[config.mk]
export PLATFORM = sky130hd
export DESIGN_NAME = battery_charge_supervisor_fsm
export DESIGN_NICKNAME = d
export VERILOG_FILES = /design/src/rtl/charge_pkg.sv /design/src/rtl/battery_charge_supervisor_fsm.sv /design/src/rtl/sync_pair.sv
export VERILOG_INCLUDE_DIRS = /design/src /design/src/rtl
export SDC_FILE = /design/constraint.sdc
export NUM_CORES = 1
export LEC_CHECK = 0
export BUFFER_PORTS_ARGS = -buffer_cell sky130_fd_sc_hd__buf_2
export CAP_MARGIN = 20
export CORE_ASPECT_RATIO = 1.4
export CORE_UTILIZATION = 40
export DETAILED_ROUTE_END_ITERATION = 8
export HOLD_SLACK_MARGIN = 0.08
export PLACE_DENSITY = 0.63
export SETUP_SLACK_MARGIN = 0.2
export SLEW_MARGIN = 0
export SYNTH_ARGS = -nofsm -noshare
export SYNTH_HDL_FRONTEND = slang
export SYNTH_SLANG_ARGS = --single-unit
[constraint.sdc]
create_clock -name pclk -period 4.6 [get_ports pclk]
set_input_delay 0.92 -clock pclk [delete_from_list [all_inputs] [get_ports pclk]]
set_output_delay 0.92 -clock pclk [all_outputs]
set_load 0.02 [all_outputs]
[src/rtl/charge_map.svh]
// Named constants for the charge supervisor: timing, register map and fields
`ifndef CHARGE_MAP_SVH
`define CHARGE_MAP_SVH

`define CLK_PERIOD_NS 10
`define TICK_PERIOD_NS 10000
`define TICK_CYCLES (`TICK_PERIOD_NS / `CLK_PERIOD_NS)
`define TICK_LAST 10'(`TICK_CYCLES - 1)

`define SAFETY_TIME_S 7200
`define SAFETY_TICKS_DEF \
  (64'(`SAFETY_TIME_S) * 64'd1000000000 / 64'(`TICK_PERIOD_NS))
`define BADBAT_TIME_MIN 30
`define BADBAT_TICKS_DEF \
  (64'(`BADBAT_TIME_MIN) * 64'd60000000000 / 64'(`TICK_PERIOD_NS))
`define RECHARGE_DELAY_US 500
`define RECHARGE_TICKS \
  6'((`RECHARGE_DELAY_US * 1000 + `TICK_PERIOD_NS - 1) / `TICK_PERIOD_NS)

// Comparator trip points, applied in the analog front end
`define THERM_COLD_PCT 74
`define THERM_HOT_PCT 37
`define THERM_DISABLE_MV 85
`define RUN_ENABLE_MV 2450
`define RUN_STOP_MV 2250
`define RUN_SHUTDOWN_MV 700
`define RECHARGE_DROP_PERMILLE 22

`define REG_CTRL 8'h00
`define REG_STATUS 8'h04
`define REG_SAFETY 8'h08
`define REG_BADBAT 8'h0C
`define CTRL_FIXED_BIT 0
`define CTRL_INHIBIT_BIT 1
`define STATUS_THERMAL_BIT 8
`define STATUS_BADBAT_BIT 9
`define STATUS_ENABLED_BIT 10
`define STATUS_CMP_LSB 15

`endif

[src/rtl/charge_pkg.sv]
// Types shared by the charge supervisor files
package charge_pkg;

  typedef enum logic [6:0] {
    ST_OFF     = 7'h01,
    ST_PRECOND = 7'h02,
    ST_TRICKLE = 7'h04,
    ST_CC      = 7'h08,
    ST_CV      = 7'h10,
    ST_SLEEP   = 7'h20,
    ST_BADBAT  = 7'h40
  } state_e;

  typedef struct packed {
    logic therm_cold;
    logic therm_hot;
    logic therm_disable;
    logic fb_above_deep;
    logic fb_above_trickle;
    logic fb_above_recharge;
    logic bs_above_deep;
    logic bs_above_trickle;
    logic run_above_enable;
    logic run_above_stop;
    logic run_above_shutdown;
    logic differential_undervoltage_lockout;
    logic float_reached;
    logic above_c10;
    logic battery_present;
  } cmp_s;

  typedef struct packed {
    logic switcher_enable;
    logic trickle_current;
    logic precondition_current;
    logic feedback_ground_return_oe;
    logic sleep_mode;
    logic shutdown_mode;
  } drive_s;

endpackage : charge_pkg

[src/rtl/battery_charge_supervisor_fsm.sv]
// Charge-cycle supervisor: state machine, timers, status pins, APB registers
//
// Overview of operation
// - Out-of-window temperature pauses charge, flags fault
// - Sense below disable level ignores temperature
// - Cold above 74%, hot below 37%
// - Safety timer holds in constant-current mode
// - Recharge threshold crossing clears safety timer, unless it meets a tick in CV
// - Float reached starts two-hour safety timeout
// - Below C/10 release charge pin, keep top-off
// - Safety expiry stops charge, enters sleep
// - Sleep dip 2.2% clears timer, restarts cycle
// - Recharge trigger qualified by 0.5 ms delay
// - Charge pin open-drain, low above C/10
// - Fault pin low on bad battery or thermal
// - Thermal keeps charge pin low; bad battery releases
// - Deep discharge: precondition current only, switcher off
// - Above deep level: switcher at trickle current
// - Above trickle threshold: full current, precondition off
// - Below trickle over 30 minutes: bad battery
// - Battery swap after bad battery restarts cycle
// - Run hysteresis 2.45/2.25 V, shutdown below 0.7 V
// - Disabled: status pins released, ground return open
// - Differential undervoltage forces shutdown until recovered
// - Fixed-float variant judges deep and trickle levels from battery sense
`timescale 1ns/1ps
`include "charge_map.svh"
module battery_charge_supervisor_fsm #(
  parameter logic [29:0] SAFETY_TICKS = 30'(`SAFETY_TICKS_DEF),
  parameter logic [27:0] BADBAT_TICKS = 28'(`BADBAT_TICKS_DEF)
) (
  input wire logic pclk,
  input wire logic presetn,
  input wire logic psel,
  input wire logic penable,
  input wire logic pwrite,
  input wire logic [7:0] paddr,
  input wire logic [31:0] pwdata,
  output logic [31:0] prdata,
  output logic pready,
  output logic pslverr,
  input wire charge_pkg::cmp_s comparators,
  input wire logic charge_status_n_in,
  input wire logic fault_status_n_in,
  output logic charge_status_n_out,
  output logic charge_status_n_oe,
  output logic fault_status_n_out,
  output logic fault_status_n_oe,
  output charge_pkg::drive_s drive
);
  typedef struct packed {
    charge_pkg::state_e state;
    logic enabled;
    logic thermal_fault;
    logic removed;
    logic rchg_prev;
    logic [9:0] prescale;
    logic tick;
    logic [29:0] safety;
    logic [27:0] badbat;
    logic [5:0] rdelay;
    logic ctrl_fixed;
    logic ctrl_inhibit;
    logic pready;
    logic pslverr;
    logic [31:0] prdata;
    logic od_level;
    logic chg_oe;
    logic flt_oe;
    charge_pkg::drive_s drive;
  } st_s;

  st_s q;
  st_s next_q;
  logic [16:0] sync_vec;
  charge_pkg::cmp_s c;
  logic pin_chg;
  logic pin_flt;

  sync_pair #(.WIDTH(17)) u_sync (
    .pclk(pclk),
    .presetn(presetn),
    .async_in({comparators, charge_status_n_in, fault_status_n_in}),
    .sync_out(sync_vec)
  );

  assign c = charge_pkg::cmp_s'(sync_vec[16:2]);
  assign pin_chg = sync_vec[1];
  assign pin_flt = sync_vec[0];

  logic active;
  logic deep_ok;
  logic trickle_ok;
  logic temp_bad;
  logic charging;
  logic access;
  logic wr_commit;
  logic mapped;
  logic [31:0] rd_value;

  always_comb begin
    // Variant select for level sensing
    deep_ok = q.ctrl_fixed ? c.bs_above_deep : c.fb_above_deep;
    trickle_ok = q.ctrl_fixed ? c.bs_above_trickle : c.fb_above_trickle;
    // Hot and cold arrive as ratiometric comparator levels
    temp_bad = !c.therm_disable && (c.therm_hot || c.therm_cold);
    active = q.enabled && c.run_above_shutdown && !c.differential_undervoltage_lockout;
    charging = (q.state == charge_pkg::ST_PRECOND) || (q.state == charge_pkg::ST_TRICKLE)
      || (q.state == charge_pkg::ST_CC) || (q.state == charge_pkg::ST_CV);
    access = psel && penable && !q.pready;
    wr_commit = psel && penable && q.pready && pwrite;
    mapped = (paddr == `REG_CTRL) || (paddr == `REG_STATUS)
      || (paddr == `REG_SAFETY) || (paddr == `REG_BADBAT);
    rd_value = '0;
    unique case (paddr)
      `REG_CTRL: begin
        rd_value[`CTRL_FIXED_BIT] = q.ctrl_fixed;
        rd_value[`CTRL_INHIBIT_BIT] = q.ctrl_inhibit;
      end
      `REG_STATUS: begin
        rd_value[6:0] = q.state;
        rd_value[`STATUS_THERMAL_BIT] = q.thermal_fault;
        rd_value[`STATUS_BADBAT_BIT] = (q.state == charge_pkg::ST_BADBAT);
        rd_value[`STATUS_ENABLED_BIT] = q.enabled;
        rd_value[`STATUS_CMP_LSB +: 17] = {c, pin_chg, pin_flt};
      end
      `REG_SAFETY: rd_value[29:0] = q.safety;
      `REG_BADBAT: rd_value[27:0] = q.badbat;
      default: rd_value = '0;
    endcase
  end

  always_comb begin
    next_q = q;
    next_q.od_level = 1'b0;

    // Prescaled tick
    if (q.prescale == `TICK_LAST) begin
      next_q.prescale = '0;
      next_q.tick = 1'b1;
    end else begin
      next_q.prescale = q.prescale + 10'h001;
      next_q.tick = 1'b0;
    end

    // Run pin hysteresis
    if (c.run_above_enable) begin
      next_q.enabled = 1'b1;
    end else if (!c.run_above_stop) begin
      next_q.enabled = 1'b0;
    end

    // Thermal pause only while a cycle runs
    next_q.thermal_fault = charging && temp_bad;

    next_q.rchg_prev = c.fb_above_recharge;
    if (c.fb_above_recharge != q.rchg_prev) begin
      next_q.safety = '0;
    end

    if (!active || q.ctrl_inhibit) begin
      next_q.state = charge_pkg::ST_OFF;
      next_q.thermal_fault = 1'b0;
      next_q.safety = '0;
      next_q.badbat = '0;
      next_q.rdelay = '0;
    end else begin
      unique case (q.state)
        charge_pkg::ST_OFF: begin
          next_q.state = charge_pkg::ST_PRECOND;
        end
        charge_pkg::ST_PRECOND, charge_pkg::ST_TRICKLE: begin
          if (q.tick && !q.thermal_fault) begin
            next_q.badbat = q.badbat + 28'h0000001;
          end
          if (q.badbat >= BADBAT_TICKS) begin
            next_q.state = charge_pkg::ST_BADBAT;
            next_q.removed = 1'b0;
          end else if (deep_ok && trickle_ok) begin
            next_q.state = charge_pkg::ST_CC;
            next_q.badbat = '0;
          end else if (deep_ok) begin
            next_q.state = charge_pkg::ST_TRICKLE;
          end else begin
            next_q.state = charge_pkg::ST_PRECOND;
          end
        end
        charge_pkg::ST_CC: begin
          // Timer holds here
          if (c.float_reached) begin
            next_q.state = charge_pkg::ST_CV;
          end
        end
        charge_pkg::ST_CV: begin
          if (q.tick && !q.thermal_fault) begin
            next_q.safety = q.safety + 30'h00000001;
          end
          if (q.safety >= SAFETY_TICKS) begin
            next_q.state = charge_pkg::ST_SLEEP;
            next_q.rdelay = '0;
          end
        end
        charge_pkg::ST_SLEEP: begin
          if (c.fb_above_recharge) begin
            next_q.rdelay = '0;
          end else if (q.rdelay >= `RECHARGE_TICKS) begin
            next_q.state = charge_pkg::ST_PRECOND;
            next_q.safety = '0;
            next_q.badbat = '0;
            next_q.rdelay = '0;
          end else if (q.tick) begin
            next_q.rdelay = q.rdelay + 6'h01;
          end
        end
        charge_pkg::ST_BADBAT: begin
          if (!c.battery_present) begin
            next_q.removed = 1'b1;
          end else if (q.removed) begin
            next_q.state = charge_pkg::ST_PRECOND;
            next_q.badbat = '0;
            next_q.safety = '0;
            next_q.removed = 1'b0;
          end
        end
        default: begin
          next_q.state = charge_pkg::ST_OFF;
        end
      endcase
    end

    // Power path drive, paused during thermal fault
    next_q.drive.switcher_enable = !q.thermal_fault && ((q.state == charge_pkg::ST_TRICKLE)
      || (q.state == charge_pkg::ST_CC) || (q.state == charge_pkg::ST_CV));
    next_q.drive.trickle_current = !q.thermal_fault
      && (q.state == charge_pkg::ST_TRICKLE);
    next_q.drive.precondition_current = !q.thermal_fault
      && ((q.state == charge_pkg::ST_PRECOND) || (q.state == charge_pkg::ST_TRICKLE));
    next_q.drive.feedback_ground_return_oe = active;
    next_q.drive.sleep_mode = (q.state == charge_pkg::ST_SLEEP);
    next_q.drive.shutdown_mode = !c.run_above_shutdown
      || c.differential_undervoltage_lockout;

    // Status pins, released whenever disabled
    next_q.chg_oe = active && charging && (q.thermal_fault
      || c.above_c10);
    next_q.flt_oe = active && ((charging && q.thermal_fault)
      || (q.state == charge_pkg::ST_BADBAT));

    // APB slave: one wait state, writes at the completing edge
    next_q.pready = access;
    next_q.pslverr = access && !mapped;
    if (access && !pwrite) begin
      next_q.prdata = rd_value;
    end
    if (wr_commit && (paddr == `REG_CTRL)) begin
      next_q.ctrl_fixed = pwdata[`CTRL_FIXED_BIT];
      next_q.ctrl_inhibit = pwdata[`CTRL_INHIBIT_BIT];
    end
  end

  always_ff @(posedge pclk or negedge presetn) begin
    if (!presetn) begin
      q <= '0;
      q.state <= charge_pkg::ST_OFF;
    end else begin
      q <= next_q;
    end
  end

  assign prdata = q.prdata;
  assign pready = q.pready;
  assign pslverr = q.pslverr;
  assign charge_status_n_out = q.od_level;
  assign charge_status_n_oe = q.chg_oe;
  assign fault_status_n_out = q.od_level;
  assign fault_status_n_oe = q.flt_oe;
  assign drive = q.drive;
endmodule : battery_charge_supervisor_fsm

[src/rtl/sync_pair.sv]
// Two-flop synchroniser for a vector of asynchronous levels
`timescale 1ns/1ps
module sync_pair #(
  parameter int WIDTH = 1
) (
  input wire logic pclk,
  input wire logic presetn,
  input wire logic [WIDTH-1:0] async_in,
  output logic [WIDTH-1:0] sync_out
);
  typedef struct packed {
    logic [WIDTH-1:0] first;
    logic [WIDTH-1:0] second;
  } sync_s;

  sync_s q;
  sync_s next_q;

  always_comb begin
    next_q.first = async_in;
    next_q.second = q.first;
  end

  always_ff @(posedge pclk or negedge presetn) begin
    if (!presetn) begin
      q <= '0;
    end else begin
      q <= next_q;
    end
  end

  assign sync_out = q.second;
endmodule : sync_pair

==> results.toml <==
[sta]
finalSetupTns_ns = 0
tightest_slew_ns = 1.091
post-route-period-util_pct = 64.39
period_needed_ns = 2.962
grt_setup_unrepaired = "no"
timing.fmax_mhz = 337.6
worst_slack_ns = 1.638
slew_headroom_pct = 27.27
maxSlewViolCount = 0
finClkSkew_ns = 0.01067
setup_viol_count_final = 0
final_hold_viol_count = 0

[finish]
final_cells = 1234
drive_above_1_share_pct = 18.25
antenna_cells = 0
design.final.nets = 994
finalInstanceArea_um2 = 9647
area_growth_syn_to_layout_pct = 9.238
fillers = 2163

[synthesis]
ys_seq_area_share_pct = 46.49
synth_edf_count = 0
synth_top_area_share_pct = 46.19
postSynth.asyncResetShare_pct = 100.0
ys_types = 83
syn-cell-area_um2 = 8831
ys_warn_count = 0
synth.most_common_cell = "dfrtp_1"
synthTopCellsByCount = "dfrtp_1 (163), nand2_1 (94), o21ai_0 (69)"
ys_ff_latch = 164
netlist_instances = 918
synthTopCellsByArea = "dfrtp_1 (46%), nand2_1 (4.0%), o21ai_0 (3.9%)"
synth_ff_type = "dfrtp_1"
synth.avg_cell_area_um2 = 9.620
yosysTopAreaCell = "dfrtp_1"

[clocking]
root_buffer = "clkbuf_16"
cts_tree = "built"
cts_sinks = 164
numCtsBuffers = 17
cts.path.max_buffers = 2
clock_latency_ns = 0.44
htreeDepth = 4
clk_pin_slew_ns = 0.07
cts_hold_buf = 0
cts-resized-gates = 0
post-cts-setup-buffers = 0

[route]
drc_errors = 0
routed_wl_mm = 22.73
avgRoutedWirePerCell_um = 18.42
drtIter0Drc = 616
dr_total_vias = 6969
route.antenna.remaining_nets = 0
vias_per_cell = 5.647
first_pass_iters = 7

[power_and_ir_drop]
leakage_uw = 0.004033
power_density_nw_per_um2 = 320.7
finalPower_uw = 3094
ir_drop_mv = 0.2790

[global_routing]
grt_usage_pct = 21.20
grt_pass1_wl_mm = 36.30
grt_pass1_vias = 6542
antenna_found_initial = 0
grt_start_max_net_pins = 104
grt.overflow.total = 0

[floorplanning]
fp.dieH_um = 177.8
core_um2 = 21780
initial_core_util_pct = 40.54
die_area_um2 = 22680
fp.dieW_um = 127.6
ioPinCount = 106
rows = 64

[placed_design]
dpl-instance-area_um2 = 9072
gp_congestion = 0.8785
place.port_buffers = 73
dp.final_hpwl_mm = 16.39
placedCellCount = 1203
dp_slack_ns = 1.591

[worst_setup_path]
required_ns = 4.96
end_kind = "register"
path_class = "reg2reg"
r2r_cells = 8
worst_setup_path_start_kind = "register"
critPathArrivalTime_ns = 3.32
critical_path.max_fanout = 13

[min_path]
min_path_type = "reg2reg"
worst_hold_path.num_cells = 0

[outcome]
status = "finished, final reports clean"

[flow_run]
maxCapViolations = 0
kinds of logic after synthesis:
family | count (synthesis) | synth area share, %
buffers and inverters | 122 | 7.778
AO/OA/AOI/OAI | 254 | 19.18
other | 1 | 0.04246
AND/OR/NAND/NOR | 329 | 20.36
adder cells (fa/ha/maj) | 7 | 0.9917
flip-flops | 164 | 46.49
XOR/XNOR | 13 | 1.374
multiplexers | 28 | 3.783
flip-flops by register name, summed over array words and instances, names as in the netlist:
register / count
drive: 6
u_sync.sync_out: 17
charge_status_n_oe: 1
fault_status_n_oe: 1
pslverr: 1
q: 88
pready: 1
prdata: 32
u_sync.next_q: 17
final timing paths:
check / from / slack, ns / endpoint
max in group asynchronous: presetn / 3.08 / u_sync.sync_out[9]
setup reg to reg: q[45] / 1.64 / q[86]
min in group asynchronous: presetn / 0.60 / prdata[4]
hold / removal: u_sync.next_q[12] / 0.34 / u_sync.sync_out[12]
hold reg to reg: u_sync.next_q[12] / 0.34 / u_sync.sync_out[12]
setup / recovery: q[45] / 1.64 / q[86]
worst max-delay path: stages (launching register included):
cell and delay, ns:
dfrtp_1 0.40, inv_1 0.06, ha_1 0.19, nor4_1 0.27, nor4b_1 0.11, or3_1 0.52
a211oi_2 0.78, or2_1 0.38, o2bb2ai_1 0.17
power breakdown:
| group | internal, uW | switching [uW] |
|---|---|---|
| clock network | 812 | 594 |
| registers | 1470 | 21.4 |
| logic | 59.5 | 133 |
| total | 2350 | 748 |
cell usage in the layout, fill, tap and decap left out, drive strengths merged, types with 4 or more instances in the layout:
| cell | n |
|---|---|
| a211oi | 7 |
| a21o | 4 |
| a21oi | 52 |
| a221oi | 8 |
| a22oi | 22 |
| a31oi | 12 |
| and2 | 5 |
| and3 | 17 |
| buf | 82 |
| clkbuf | 20 |
| clkinv | 4 |
| dfrtp | 163 |
| ha | 7 |
| inv | 29 |
| mux2 | 23 |
| nand2 | 97 |
| nand2b | 7 |
| nand3 | 38 |
| nand3b | 4 |
| nand4 | 18 |
| nor2 | 56 |
| nor2b | 7 |
| nor3 | 17 |
| nor3b | 5 |
| nor4 | 18 |
| nor4b | 4 |
| o21ai | 82 |
| o2bb2a | 9 |
| o2bb2ai | 4 |
| o31ai | 28 |
| or3 | 22 |
| xnor2 | 8 |
| xor2 | 5 |
metal layers:
| metal | GRT usage, % | up-vias | share of wire [%] | wire length (um) |
|---|---|---|---|---|
| met3 | 2.954 | 51 | 5.1 | 1165 |
| met1 | 26.25 | 3363 | 41 | 9330 |
| met2 | 34.43 | 237 | 49 | 11030 |
| met5 | 0 | - | 0 | 0 |
| li1 | - | 3318 | - | - |
| met4 | 14.22 | 0 | 5.3 | 1205 |
cell type report:
| cell class | instances | area [um2] | share of cell area [%] |
|---|---|---|---|
| Timing Repair Buffer | 82 | 451.7 | 4.682 |
| Clock buffer | 20 | 446.7 | 4.630 |
| Tap cell | 297 | 371.6 | 3.852 |
| Inverter | 27 | 101.3 | 1.051 |
| Clock inverter | 11 | 127.6 | 1.323 |
| Multi-Input combinational cell | 633 | 4043 | 41.91 |
| Sequential cell | 164 | 4105 | 42.56 |
through the flow:
stage	utilization (%)	hold WS, ns
2_1_floorplan	-	0.3312
3_3_place_gp	41.62	0.3321
3_5_place_dp	41.65	0.3347
4_1_cts	44.29	0.3459
5_1_grt	44.29	0.3492
6_report	44.29	0.3422
Note: power is estimated with default switching activity, not from simulation.
